==> config.mk <==
export PLATFORM = sky130hd
export DESIGN_NAME = csc_route_select_cfg
export DESIGN_NICKNAME = d
export VERILOG_FILES = /design/src/csc_pkg.sv /design/src/csc_route_select_cfg.sv
export SDC_FILE = /design/constraint.sdc
export NUM_CORES = 1
export LEC_CHECK = 0
export ABC_CLOCK_PERIOD_IN_PS = 1500
export BUFFER_PORTS_ARGS = -buffer_cell sky130_fd_sc_hd__buf_2
export CAP_MARGIN = 25
export CORE_UTILIZATION = 30
export DETAILED_ROUTE_END_ITERATION = 8
export PLACE_DENSITY_LB_ADDON = 0.2
export SLEW_MARGIN = 20
export SYNTH_ARGS = -nofsm -noshare
export SYNTH_HDL_FRONTEND = slang
export SYNTH_SLANG_ARGS = --single-unit
==> constraint.sdc <==
create_clock -name pclk -period 1.5 [get_ports pclk]
set_input_delay 0.075 -clock pclk [delete_from_list [all_inputs] [get_ports pclk]]
set_output_delay 0.075 -clock pclk [all_outputs]
set_load 0.01 [all_outputs]
==> src/csc_pkg.sv <==
// csc_pkg: constants and carrier types for the card status change interrupt block.
// assumes a 32-bit apb slave, one clock pclk, and a single 16-bit card socket.
package csc_pkg;

  // register byte offsets
  localparam logic [7:0] CSC_OFF_CFG = 8'h00;
  localparam logic [7:0] CSC_OFF_STAT = 8'h04;
  localparam logic [7:0] CSC_OFF_MASK = 8'h08;
  localparam logic [7:0] CSC_OFF_CTRL = 8'h0c;
  localparam logic [7:0] CSC_OFF_PINS = 8'h10;

  // configuration register layout
  localparam int CSC_ROUTE_LSB = 4;
  localparam int CSC_ROUTE_W = 4;
  localparam int CSC_EN_W = 4;
  localparam logic [3:0] CSC_ROUTE_RST = 4'h0;
  localparam logic [3:0] CSC_EN_RST = 4'h0;
  localparam logic [3:0] CSC_MASK_RST = 4'hf;
  localparam logic [3:0] CSC_FLAGS_RST = 4'h0;
  localparam logic [1:0] CSC_CTRL_RST = 2'h0;
  localparam logic [31:0] CSC_RDATA_RST = 32'h00000000;

  // event bit positions, shared by enables, flags and mask
  localparam int CSC_BIT_DETECT = 3;
  localparam int CSC_BIT_READY = 2;
  localparam int CSC_BIT_WARN = 1;
  localparam int CSC_BIT_DEAD = 0;

  // control register bits
  localparam int CSC_CTRL_IO_MODE = 0;
  localparam int CSC_CTRL_REMOVAL_CLR = 1;
  localparam int CSC_CTRL_W = 2;

  // routing codes that select an isa line; every other nonzero code is reserved
  localparam logic [15:0] CSC_ROUTE_VALID = 16'hdeb8;
  localparam int CSC_ISA_LINES = 16;

  // socket pins, all active low as seen on the connector
  typedef struct packed {
    logic card_detect_1_n;
    logic card_detect_2_n;
    logic card_ready_busy_n;
    logic batt_volt_status_change_n;
    logic batt_volt_2_n;
  } csc_pins_t;

  localparam csc_pins_t CSC_PINS_IDLE = '{default: 1'b1};

  // routed interrupt outputs
  typedef struct packed {
    logic pci_int;
    logic [15:0] isa_irq;
  } csc_route_out_t;

endpackage : csc_pkg

==> src/csc_route_select_cfg.sv <==
// csc_route_select_cfg: per-socket card status change interrupt configuration, event flags and routing.
// assumes an apb master on pclk and socket pins arriving asynchronously from the card.
`timescale 1ns/10ps

// What this block does
// - upper nibble of config register selects where the status change interrupt goes
// - routing code zero or reserved delivers interrupt on the pci line
// - routing field resets to zero, so pci line first
// - routing field clears on card removal when removal clear is enabled
// - codes 3,4,5,7,9,10,11,12,14,15 select that isa line; others reserved
// - detect-change enable raises interrupt when either card detect pin changes
// - ready-rise enable raises interrupt on ready/busy low-to-high
// - ready and battery-warning enables set no flag in io card mode
// - battery-warning enable raises interrupt on memory card battery warning
// - battery-dead enable raises interrupt on battery dead in memory mode
// - in io mode bit 0 raises interrupt when status change pin goes low
// - bit 0 clear means no battery dead or status change interrupt
// - a flag is only set while its enable bit is one
// - a flag reads zero while its enable bit is zero
// - removal clear enable pulses a socket register reset when both detects high
module csc_route_select_cfg (
  input wire logic pclk,
  input wire logic presetn,
  input wire logic psel,
  input wire logic penable,
  input wire logic pwrite,
  input wire logic [7:0] paddr,
  input wire logic [31:0] pwdata,
  output logic [31:0] prdata,
  output logic pready,
  output logic pslverr,
  input wire csc_pkg::csc_pins_t socket_pins,
  output logic irq,
  output csc_pkg::csc_route_out_t route_out,
  output logic reg_reset_pulse
);

  // register state
  logic [3:0] route_r;
  logic [3:0] route_nxt;
  logic [3:0] en_r;
  logic [3:0] en_nxt;
  logic [3:0] flags_r;
  logic [3:0] flags_nxt;
  logic [3:0] mask_r;
  logic [3:0] mask_nxt;
  logic [1:0] ctrl_r;
  logic [1:0] ctrl_nxt;
  logic [31:0] prdata_r;
  logic [31:0] prdata_nxt;
  logic irq_r;
  logic pulse_r;
  csc_pkg::csc_route_out_t route_out_r;
  csc_pkg::csc_route_out_t route_out_nxt;

  // pin synchronisers and history
  csc_pkg::csc_pins_t sync1_r;
  csc_pkg::csc_pins_t sync2_r;
  csc_pkg::csc_pins_t prev_r;

  // bus decode
  wire setup_phase = psel & ~penable;
  wire access_phase = psel & penable;
  wire wr_access = access_phase & pwrite;
  wire hit_cfg = (paddr == csc_pkg::CSC_OFF_CFG);
  wire hit_stat = (paddr == csc_pkg::CSC_OFF_STAT);
  wire hit_mask = (paddr == csc_pkg::CSC_OFF_MASK);
  wire hit_ctrl = (paddr == csc_pkg::CSC_OFF_CTRL);
  wire hit_pins = (paddr == csc_pkg::CSC_OFF_PINS);
  wire hit_any = hit_cfg | hit_stat | hit_mask | hit_ctrl | hit_pins;
  wire wr_cfg = wr_access & hit_cfg;
  wire wr_stat = wr_access & hit_stat;
  wire wr_mask = wr_access & hit_mask;
  wire wr_ctrl = wr_access & hit_ctrl;

  // mode and control
  wire io_mode = ctrl_r[csc_pkg::CSC_CTRL_IO_MODE];
  wire removal_reg_clear_en = ctrl_r[csc_pkg::CSC_CTRL_REMOVAL_CLR];

  // named enables
  wire detect_change_irq_en = en_r[csc_pkg::CSC_BIT_DETECT];
  wire ready_rise_irq_en = en_r[csc_pkg::CSC_BIT_READY];
  wire batt_warn_irq_en = en_r[csc_pkg::CSC_BIT_WARN];
  wire batt_dead_irq_en = en_r[csc_pkg::CSC_BIT_DEAD];
  // same bit, read as the status change pin enable in io mode
  wire status_change_pin_irq_en = en_r[csc_pkg::CSC_BIT_DEAD];

  // event detection on synchronised pins only
  wire detect_change = (sync2_r.card_detect_1_n != prev_r.card_detect_1_n) |
                       (sync2_r.card_detect_2_n != prev_r.card_detect_2_n);
  wire ready_rise = sync2_r.card_ready_busy_n & ~prev_r.card_ready_busy_n;
  // memory card battery: bvd1 low is dead, bvd1 high with bvd2 low is warning
  wire dead_now = ~sync2_r.batt_volt_status_change_n;
  wire dead_was = ~prev_r.batt_volt_status_change_n;
  wire warn_now = sync2_r.batt_volt_status_change_n & ~sync2_r.batt_volt_2_n;
  wire warn_was = prev_r.batt_volt_status_change_n & ~prev_r.batt_volt_2_n;
  // in io mode the same pin is the card's status change request, active on its falling edge
  wire bit0_event = dead_now & ~dead_was;
  wire warn_event = warn_now & ~warn_was;

  wire set_detect = detect_change_irq_en & detect_change;
  wire set_ready = ready_rise_irq_en & ~io_mode & ready_rise;
  wire set_warn = batt_warn_irq_en & ~io_mode & warn_event;
  // bit 0 enable gates both meanings of the pin event
  wire set_dead = io_mode ? (status_change_pin_irq_en & bit0_event)
                          : (batt_dead_irq_en & bit0_event);
  wire [3:0] set_vec = {set_detect, set_ready, set_warn, set_dead};

  // card removal: both detect pins high, caught on the edge so the pulse is one cycle
  wire removed_now = sync2_r.card_detect_1_n & sync2_r.card_detect_2_n;
  wire removed_was = prev_r.card_detect_1_n & prev_r.card_detect_2_n;
  wire removal_clear = removal_reg_clear_en & removed_now & ~removed_was;

  // flags visible to software and to the interrupt only where enabled
  wire [3:0] flags_seen = flags_r & en_r;
  wire irq_pending = |(flags_seen & mask_r);

  // routing decode
  wire route_valid = csc_pkg::CSC_ROUTE_VALID[route_r];

  // next-state logic
  // a removal pulse in the same cycle as a config write wins for the routing field
  wire [3:0] route_wr_val = pwdata[csc_pkg::CSC_ROUTE_LSB +: csc_pkg::CSC_ROUTE_W];
  wire [3:0] en_wr_val = pwdata[csc_pkg::CSC_EN_W-1:0];
  assign route_nxt = removal_clear ? csc_pkg::CSC_ROUTE_RST :
                     wr_cfg ? route_wr_val : route_r;
  assign en_nxt = wr_cfg ? en_wr_val : en_r;
  assign mask_nxt = wr_mask ? pwdata[csc_pkg::CSC_EN_W-1:0] : mask_r;
  assign ctrl_nxt = wr_ctrl ? pwdata[csc_pkg::CSC_CTRL_W-1:0] : ctrl_r;
  // write-one-to-clear; a new event in the same cycle keeps its flag
  wire [3:0] flags_clear = wr_stat ? pwdata[csc_pkg::CSC_EN_W-1:0] : 4'h0;
  wire [3:0] flags_upd;
  generate
    for (genvar b = 0; b < csc_pkg::CSC_EN_W; b++) begin : g_flag
      // the set term is ored last so software never loses an event it has not seen
      assign flags_upd[b] = (flags_r[b] & ~flags_clear[b]) | set_vec[b];
    end
  endgenerate
  assign flags_nxt = flags_upd;

  // read words, one per register; unused upper bits read zero
  wire [31:0] rd_cfg_word = {24'h000000, route_r, en_r};
  wire [31:0] rd_stat_word = {28'h0000000, flags_seen};
  wire [31:0] rd_mask_word = {28'h0000000, mask_r};
  wire [31:0] rd_ctrl_word = {30'h0, ctrl_r};
  wire [31:0] rd_pins_word = {27'h0000000, sync2_r};

  // read data is prepared in the setup cycle so it stands in a flop during access;
  // holding it between reads keeps prdata quiet while the bus is idle
  assign prdata_nxt = ~setup_phase ? prdata_r :
                      hit_cfg ? rd_cfg_word :
                      hit_stat ? rd_stat_word :
                      hit_mask ? rd_mask_word :
                      hit_ctrl ? rd_ctrl_word :
                      hit_pins ? rd_pins_word : csc_pkg::CSC_RDATA_RST;

  // one level per destination; the line stays up for the whole service, so later
  // events during service never make a fresh edge
  wire [csc_pkg::CSC_ISA_LINES-1:0] isa_sel;
  generate
    for (genvar i = 0; i < csc_pkg::CSC_ISA_LINES; i++) begin : g_isa
      assign isa_sel[i] = irq_pending & route_valid & (route_r == 4'(i));
    end
  endgenerate
  // a reserved code falls back to the pci line rather than lighting nothing
  wire pci_sel = irq_pending & ~route_valid;
  assign route_out_nxt = '{pci_int: pci_sel, isa_irq: isa_sel};

  // irq and route_out are registered from the same term so they move on one edge
  wire irq_nxt = irq_pending;
  wire pulse_nxt = removal_clear;

  // apb answer: zero wait states, error on unmapped addresses
  assign pready = 1'b1;
  assign pslverr = access_phase & ~hit_any;
  assign prdata = prdata_r;
  assign irq = irq_r;
  assign route_out = route_out_r;
  assign reg_reset_pulse = pulse_r;

  // first synchroniser stage; nothing but the second stage reads it, so a
  // metastable value never reaches the event logic
  always_ff @(posedge pclk or negedge presetn) begin
    if (!presetn) begin
      sync1_r <= csc_pkg::CSC_PINS_IDLE;
    end else begin
      sync1_r <= socket_pins;
    end
  end

  // second synchroniser stage, the first one the logic may read
  always_ff @(posedge pclk or negedge presetn) begin
    if (!presetn) begin
      sync2_r <= csc_pkg::CSC_PINS_IDLE;
    end else begin
      sync2_r <= sync1_r;
    end
  end

  // history for edge detection; reset to the empty-socket level so that
  // leaving reset with no card never looks like a removal or a change
  always_ff @(posedge pclk or negedge presetn) begin
    if (!presetn) begin
      prev_r <= csc_pkg::CSC_PINS_IDLE;
    end else begin
      prev_r <= sync2_r;
    end
  end

  // routing field
  always_ff @(posedge pclk or negedge presetn) begin
    if (!presetn) begin
      route_r <= csc_pkg::CSC_ROUTE_RST;
    end else begin
      route_r <= route_nxt;
    end
  end

  // event enables
  always_ff @(posedge pclk or negedge presetn) begin
    if (!presetn) begin
      en_r <= csc_pkg::CSC_EN_RST;
    end else begin
      en_r <= en_nxt;
    end
  end

  // sticky event flags; disabling an enable only hides a flag, it does not clear it
  always_ff @(posedge pclk or negedge presetn) begin
    if (!presetn) begin
      flags_r <= csc_pkg::CSC_FLAGS_RST;
    end else begin
      flags_r <= flags_nxt;
    end
  end

  // interrupt mask; all pass after reset so enabling an event is enough
  always_ff @(posedge pclk or negedge presetn) begin
    if (!presetn) begin
      mask_r <= csc_pkg::CSC_MASK_RST;
    end else begin
      mask_r <= mask_nxt;
    end
  end

  // card mode and removal clear enable
  always_ff @(posedge pclk or negedge presetn) begin
    if (!presetn) begin
      ctrl_r <= csc_pkg::CSC_CTRL_RST;
    end else begin
      ctrl_r <= ctrl_nxt;
    end
  end

  // read data register
  always_ff @(posedge pclk or negedge presetn) begin
    if (!presetn) begin
      prdata_r <= csc_pkg::CSC_RDATA_RST;
    end else begin
      prdata_r <= prdata_nxt;
    end
  end

  // interrupt level; one cycle behind the flags, a trade for a glitch-free pin
  always_ff @(posedge pclk or negedge presetn) begin
    if (!presetn) begin
      irq_r <= 1'b0;
    end else begin
      irq_r <= irq_nxt;
    end
  end

  // socket register reset pulse, one cycle per removal
  always_ff @(posedge pclk or negedge presetn) begin
    if (!presetn) begin
      pulse_r <= 1'b0;
    end else begin
      pulse_r <= pulse_nxt;
    end
  end

  // routed interrupt lines
  always_ff @(posedge pclk or negedge presetn) begin
    if (!presetn) begin
      route_out_r <= '0;
    end else begin
      route_out_r <= route_out_nxt;
    end
  end

endmodule : csc_route_select_cfg

==> results of run 1 <==
-- worst max-delay path: cells and delay by family, from the launching register on --
family / cells / cell delay, ns
buffers and inverters: 1 / 0.18
AO/OA/AOI/OAI: 3 / 0.65
flip-flops: 1 / 0.56
-- cells by family (layout without fill, tap and decap cells) --
group | count (synthesis) | in the layout | synth area share
muxes | 16 | 16 | 0.0686
DFF | 60 | 60 | 0.606
buffers and inverters | 31 | 92 | 0.0835
AOI/OAI and AO/OA | 29 | 29 | 0.0785
and+or+nand+nor | 74 | 74 | 0.151
xor gates and xnor gates | 3 | 3 | 0.0104
other | 2 | 31 | 0.00298
-- worst max path at each step --
stage	from	to	slack, ns	cells after the start
2_1_floorplan	paddr[0]	en_r[0]	-0.15	3
3_3_place_gp	paddr[0]	en_r[3]	-0.17	5
3_5_place_dp	paddr[0]	prdata[2]	-0.19	6
4_1_cts	rd_pins_word[2]	prdata[2]	0.05	4
5_1_grt	rd_pins_word[2]	prdata[2]	0.03	4
6_report	rd_pins_word[2]	prdata[2]	0.07	4
-- layout by cell type, fill, tap and decap left out, types with 6 or more instances in the layout --
cell           Yosys  layout
dfstp_2           19      19
buf_4             25      12
dfrtp_1           41      41
o21ai_0           10      10
mux2i_1            6       6
conb_1             2      31
nand3_1            8       8
buf_2              0      53
dlygate4sd3_1      0       8
nand2_1           22      22
nor2_1            20      20
mux2_2            10      10
clkbuf_8           0      10
-- repair_timing --
action / 4_1_cts / 5_1_grt
setup endpoints to repair: 0 / 0
hold buffers: 8 / 0
hold endpoints to repair: 48 / 0
resized for setup: 0 / 0
-- registers in the layout (all words and copies together) (netlist names) --
signal and count:
en_r 4, ctrl_r 2, rd_pins_word 5, route_r 4
route_out 17, mask_r 4, reg_reset_pulse 1, prev_r 5
irq 1, sync1_r 5, prdata 8, flags_r 4
-- metrics by stage --
step | setup TNS, ns | cells
after floorplan | -0.905 | 244
after global placement | -2.21 | 386
after detailed placement | -2.44 | 386
after CTS | 0 | 410
after global routing | 0 | 410
final | 0 | 410
-- power by group through the flow --
stage,Sequential (mW),Clock (mW),Combinational (mW)
6_report,1.72,1.23,0.236
5_1_grt,1.72,1.35,0.268
4_1_cts,1.72,1.28,0.240
3_5_place_dp,1.74,0,0.224
3_3_place_gp,1.74,0,0.222
2_1_floorplan,1.74,0,0.147
-- area by class of cell --
type | count | share of cell area
flip-flops and latches | 60 | 0.480
multi-input cells | 153 | 0.281
repair buffers | 74 | 0.143
clock buffers | 13 | 0.0469
well taps | 105 | 0.0414
clock inverters | 3 | 0.00473
inverters | 2 | 0.00236
-- synthesized netlist by cell type (all sizes together) (2+ instances only) --
cell type / number / area [µm²]
dfrtp: 41 / 1030
buf: 25 / 188
nand2: 22 / 82.6
nor2: 20 / 75.1
dfstp: 19 / 499
mux2: 10 / 113
o21ai: 10 / 50.1
nand3: 8 / 40.0
mux2i: 6 / 60.1
nand2b: 5 / 31.3
clkbuf: 4 / 15.0
a21oi: 3 / 15.0
nand3b: 3 / 22.5
o211ai: 3 / 22.5
xnor2: 3 / 26.3
a2111oi: 2 / 17.5
a21o: 2 / 15.0
a32oi: 2 / 17.5
conb: 2 / 7.51
inv: 2 / 7.51
nand4: 2 / 12.5
nand4b: 2 / 17.5
nor2b: 2 / 12.5
nor4: 2 / 27.5
or2: 2 / 12.5
-- metal layers --
layer  GRT usage  vias to the layer above
li1            -                      860
met4      0.0346                        0
met3      0.0504                        7
met1       0.163                      836
met2       0.202                       53
met5           0                        -
==> out/metrics.cfg, run 1 <==
[critical_path]
rr_worst_depth = 4
worst_ep_required_time_ns = 1.78
r2r_start = rd_pins_word[2]
worstPathArrival_ns = 1.71
endpoint_kind = flop
r2r_setup_slack_ns = 0.07
slowest_stage = dfstp_2
crit_path_max_fanout = 3
critical-path-max-stage-delay_ns = 0.56
rr_endpoint = prdata[2]
path_class = flop to flop
cp-start-kind = flop
crit_chain = o21ai_0 > a2111oi_0 > buf_4 > a21o_1

[cts]
cts_buffer_depth = 2
ctsRootBufferMaster = clkbuf_8
clk_pin_slew_ns = 0.07
cts_made_buffers = 9
htree_levels = 3
cts_sinks = 60
cts_tree = done
post_cts_buffers = 0
clk-insertion-delay-late_ns = 0.33

[placed_design]
dpl-instance-area_um2 = 2930
place_congestion = 0.766
hpwl_mm = 3.61
dp_slack_ns = -0.194
portBuffers = 53

[power_and_ir_drop]
ir_drop_uv = 644
pwr-share-seq = 0.539
switching_share = 0.240
p_total_mw = 3.18
combPwrFrac = 0.074
p_per_area_nw_per_um2 = 1000
clock_power_share = 0.387
switching_power_mw = 0.763
p_int_mw = 2.42
p_leak_nw = 1.52

[floorplanning]
coreArea_um2 = 8180
io_pins = 103
start_util = 0.308
die_y_um = 93.6
fp.dieArea_um2 = 8770
num_rows = 33
dieWidth_um = 93.6

[finish]
num_antenna_cells = 0
multiInputGateArea_um2 = 892
n_fill_cell = 828
stdcell_area_um2 = 3180
fin_nets = 350
register_area_um2 = 1530
fin_util = 0.388
drive_gt1_frac = 0.367
syn2layout_area_growth_pct = 26.1

[status]
status = finished, final reports clean

[drt]
routedWlPerCell_um = 12.3
wl_met2_mm = 2.33
met3WireLength_um = 249
highest_layer = met4
detail-route-antenna-nets = 0
vias_per_cell = 4.28
wl_mm = 5.04
dr_total_vias = 1756
drt_first_pass_iters = 6
m1WireLength_mm = 2.41
drcViolationCount = 0
drtIter0Drc = 74

[yosys]
syn_area_um2 = 2520
syn_inst = 215
synth-seq-cells = 60
synthFlopType = dfrtp_1
seq_area_frac_synth = 0.606
postSynthAreaPerCell_um2 = 11.7
async_flop_share = 1.00
yosysWarnings = 0
synth_edf_count = 0
synth_cell_types = 39

[timing]
fin_ws_ns = 0.0676
slew_viol_final = 0
whs_ns = 0.0133
fin_crit_sh = 0.955
fin_skew_ns = 0.0103
max_freq_ghz = 0.698
rsz0062_at_grt = false
hold_viol_final = 0
finalSetupViolations = 0
post-route-min-period_ns = 1.43

[worst_hold_path]
hold_end = route_r[2]
hold_class = input pin to flop
worstHoldStart = pwdata[6]
min_path_cells = 3

[grt]
overflow = 0
grt_use_total = 0.128
grt_pass1_wl_mm = 8.23
antenna_found_initial = 0
grt_max_degree = 61
grt_pass1_vias = 1687

[run]
cap_violations = 0

(Power assumes the default switching activity.)
==> inputs of run 2 (changes only) <==
- ABC_CLOCK_PERIOD_IN_PS: 1500 -> 1580
- clock period: 1.5 -> 1.58 ns (I/O delays scaled with it)
==> run 2 against run 1 <==
Clock skew is 0.0024 ns lower. Wire length is 1.5% lower. Combinational power shrank 8.9%.
==> out/metrics.cfg, run 2 (synthesis gave the netlist of run 1 again) <==
[status]
status = finished, final reports clean

[critical_path]
rr_worst_depth = 4  ; unchanged
crit_path_max_fanout = 3  ; unchanged
cp-start-kind = flop
cp-endpoint = prdata[2]
r2r_start = rd_pins_word[2]
crit_chain = o21ai_0 > a2111oi_0 > buf_4 > a21o_1
worst_ep_required_time_ns = 1.86  ; +0.08 ns
slowest_stage = dfstp_2
critical-path-max-stage-delay_ns = 0.56  ; about the same
rr_endpoint = prdata[2]
endpoint_kind = flop
crit_start = rd_pins_word[2]
worstPathArrival_ns = 1.74  ; +0.03 ns
cp.buffers_inverters = 1  ; unchanged
path_class = flop to flop
cp_top_family = compound AO/OA/AOI/OAI gates
path_depth = 4  ; unchanged
r2r_setup_slack_ns = 0.11  ; +0.05 ns

[finish]
layout_commonest_cell = buf_2
largest_reg_flops = 17  ; unchanged
syn2layout_area_growth_pct = 26.3
drive_gt1_frac = 0.369  ; +0.00156
stdcell_area_um2 = 3180  ; +0.20%
fin_nets = 346  ; -1.1%
num_antenna_cells = 0  ; unchanged
fin_cells = 406  ; -0.98%
final_cell_mix = buf_2 (53), dfrtp_1 (41), conb_1 (31)

[drt]
detail-route-antenna-nets = 0  ; unchanged
drcViolationCount = 0  ; unchanged
drt_first_pass_iters = 4  ; -2
drtIter0Drc = 79  ; +6.8%
routedWlPerCell_um = 12.2  ; -0.56%
vias_per_cell = 4.34  ; +1.4%
wl_mm = 4.96  ; -1.5%
dr_total_vias = 1763  ; +0.40%

[placed_design]
hpwl_mm = 3.62  ; +0.32%
portBuffers = 53  ; unchanged
placedCellCount = 382  ; -1.0%
dpl-instance-area_um2 = 2910  ; -0.60%
place_congestion = 0.779  ; +1.7%

[power_and_ir_drop]
p_int_mw = 2.37  ; -1.9%
p_per_area_nw_per_um2 = 977  ; -2.5%
switching_share = 0.237  ; -0.00335
pwr-share-seq = 0.524  ; -0.015
combPwrFrac = 0.069  ; -0.005
clock_power_share = 0.406  ; +0.019
p_leak_nw = 1.52  ; -0.40%
switching_power_mw = 0.735  ; -3.6%
ir_drop_uv = 642  ; -0.22%

[floorplanning]
dieWidth_um = 93.6  ; unchanged
die_y_um = 93.6  ; unchanged
coreArea_um2 = 8180  ; unchanged
fp.dieArea_um2 = 8770  ; unchanged
start_util = 0.308  ; unchanged
num_rows = 33  ; unchanged
io_pins = 103  ; unchanged

[timing]
slew_headroom = 0.672
max_freq_ghz = 0.683  ; -2.2%
slew_viol_final = 0  ; unchanged
rsz0062_at_grt = false
post-route-min-period_ns = 1.47  ; +0.0328 ns
finalSetupViolations = 0  ; unchanged
fin_crit_sh = 0.927  ; -0.0276
hold_viol_final = 0  ; unchanged
worstMarginPinSlew_ns = 0.479
fin_skew_ns = 0.00784  ; -0.00243 ns

[cts]
cts_tree = done
cts_made_buffers = 9  ; unchanged
cts_sinks = 60  ; unchanged
cts_buffer_depth = 2  ; unchanged
ctsRootBufferMaster = clkbuf_8
clk_pin_slew_ns = 0.07  ; about the same
clk-insertion-delay-late_ns = 0.34  ; about the same
cts_resized = 0  ; unchanged
htree_levels = 3  ; unchanged

[worst_hold_path]
min_path_cells = 3  ; unchanged
hold_class = input pin to flop

[grt]
overflow = 0  ; unchanged
grt_use_total = 0.129  ; +0.000676
grt_pass1_wl_mm = 8.42  ; +2.3%
grt_max_degree = 41  ; -33%
grt_pass1_vias = 1686  ; -0.059%
antenna_found_initial = 0  ; unchanged

[run]
cap_violations = 0  ; unchanged

## run 2: cell types whose count changed in the layout (fill, tap and decap cells not counted)
cell / delta
buf_12: +1
buf_4: -5
clkbuf_1: -3
clkbuf_8: +2
clkinvlp_4: +1
## run 2: timing repair
action,CTS,global route
hold endpoints to repair,27,0
hold buffers,8,0
setup buffers,0,0
## run 2: cell type report
cell class                      instances  area (µm²)
Timing Repair Buffer                   70         438
Sequential cell                        60        1530
Fill cell                             807        4990
Tap cell                              105         131
Multi-Input combinational cell        153         892
Clock buffer                           12         165
Clock inverter                          4        22.5
Inverter                                2        7.51
## run 2: worst min-delay path by stage
stage                          from      endpoint
after floorplan             presetn     ctrl_r[0]
after global placement      presetn  route_out[2]
after detailed placement    presetn  route_out[2]
after CTS                 pwdata[2]     mask_r[2]
after global routing      pwdata[6]    route_r[2]
final                     pwdata[4]    route_r[0]
## run 2: stage by stage
step	power (mW)	setup slack, ns	hold WS [ns]	setup TNS (ns)	util
after floorplan	1.79	-0.0722	-0.217	-0.289	-
after global placement	1.86	-0.163	0.0711	-0.676	0.356
after detailed placement	1.86	-0.183	0.0702	-0.851	0.356
after CTS	3.16	0.114	0.00310	0	0.389
after global routing	3.27	0.00560	0.00697	0	0.389
final	3.11	0.115	0.00518	0	0.389
## run 2: routing by layer
layer	track usage	vias up	wire, µm
met5	0	-	0
met4	0.0346	0	46
met3	0.0545	6	288
met2	0.193	57	2280
met1	0.170	849	2350
li1	-	851	-
## run 2: worst register-to-register path, cell delays in order, from the launching register on
cell,delay (ns)
dfstp_2,0.56
o21ai_0,0.08
a2111oi_0,0.51
buf_4,0.19
a21o_1,0.07
## run 2: power by group through the flow
stage | Sequential (mW) | Clock [mW] | Combinational (mW)
finish | 1.63 | 1.26 | 0.215
global route | 1.63 | 1.39 | 0.248
CTS | 1.63 | 1.31 | 0.218
detailed placement | 1.66 | 0 | 0.203
global placement | 1.66 | 0 | 0.202
floorplan | 1.65 | 0 | 0.139
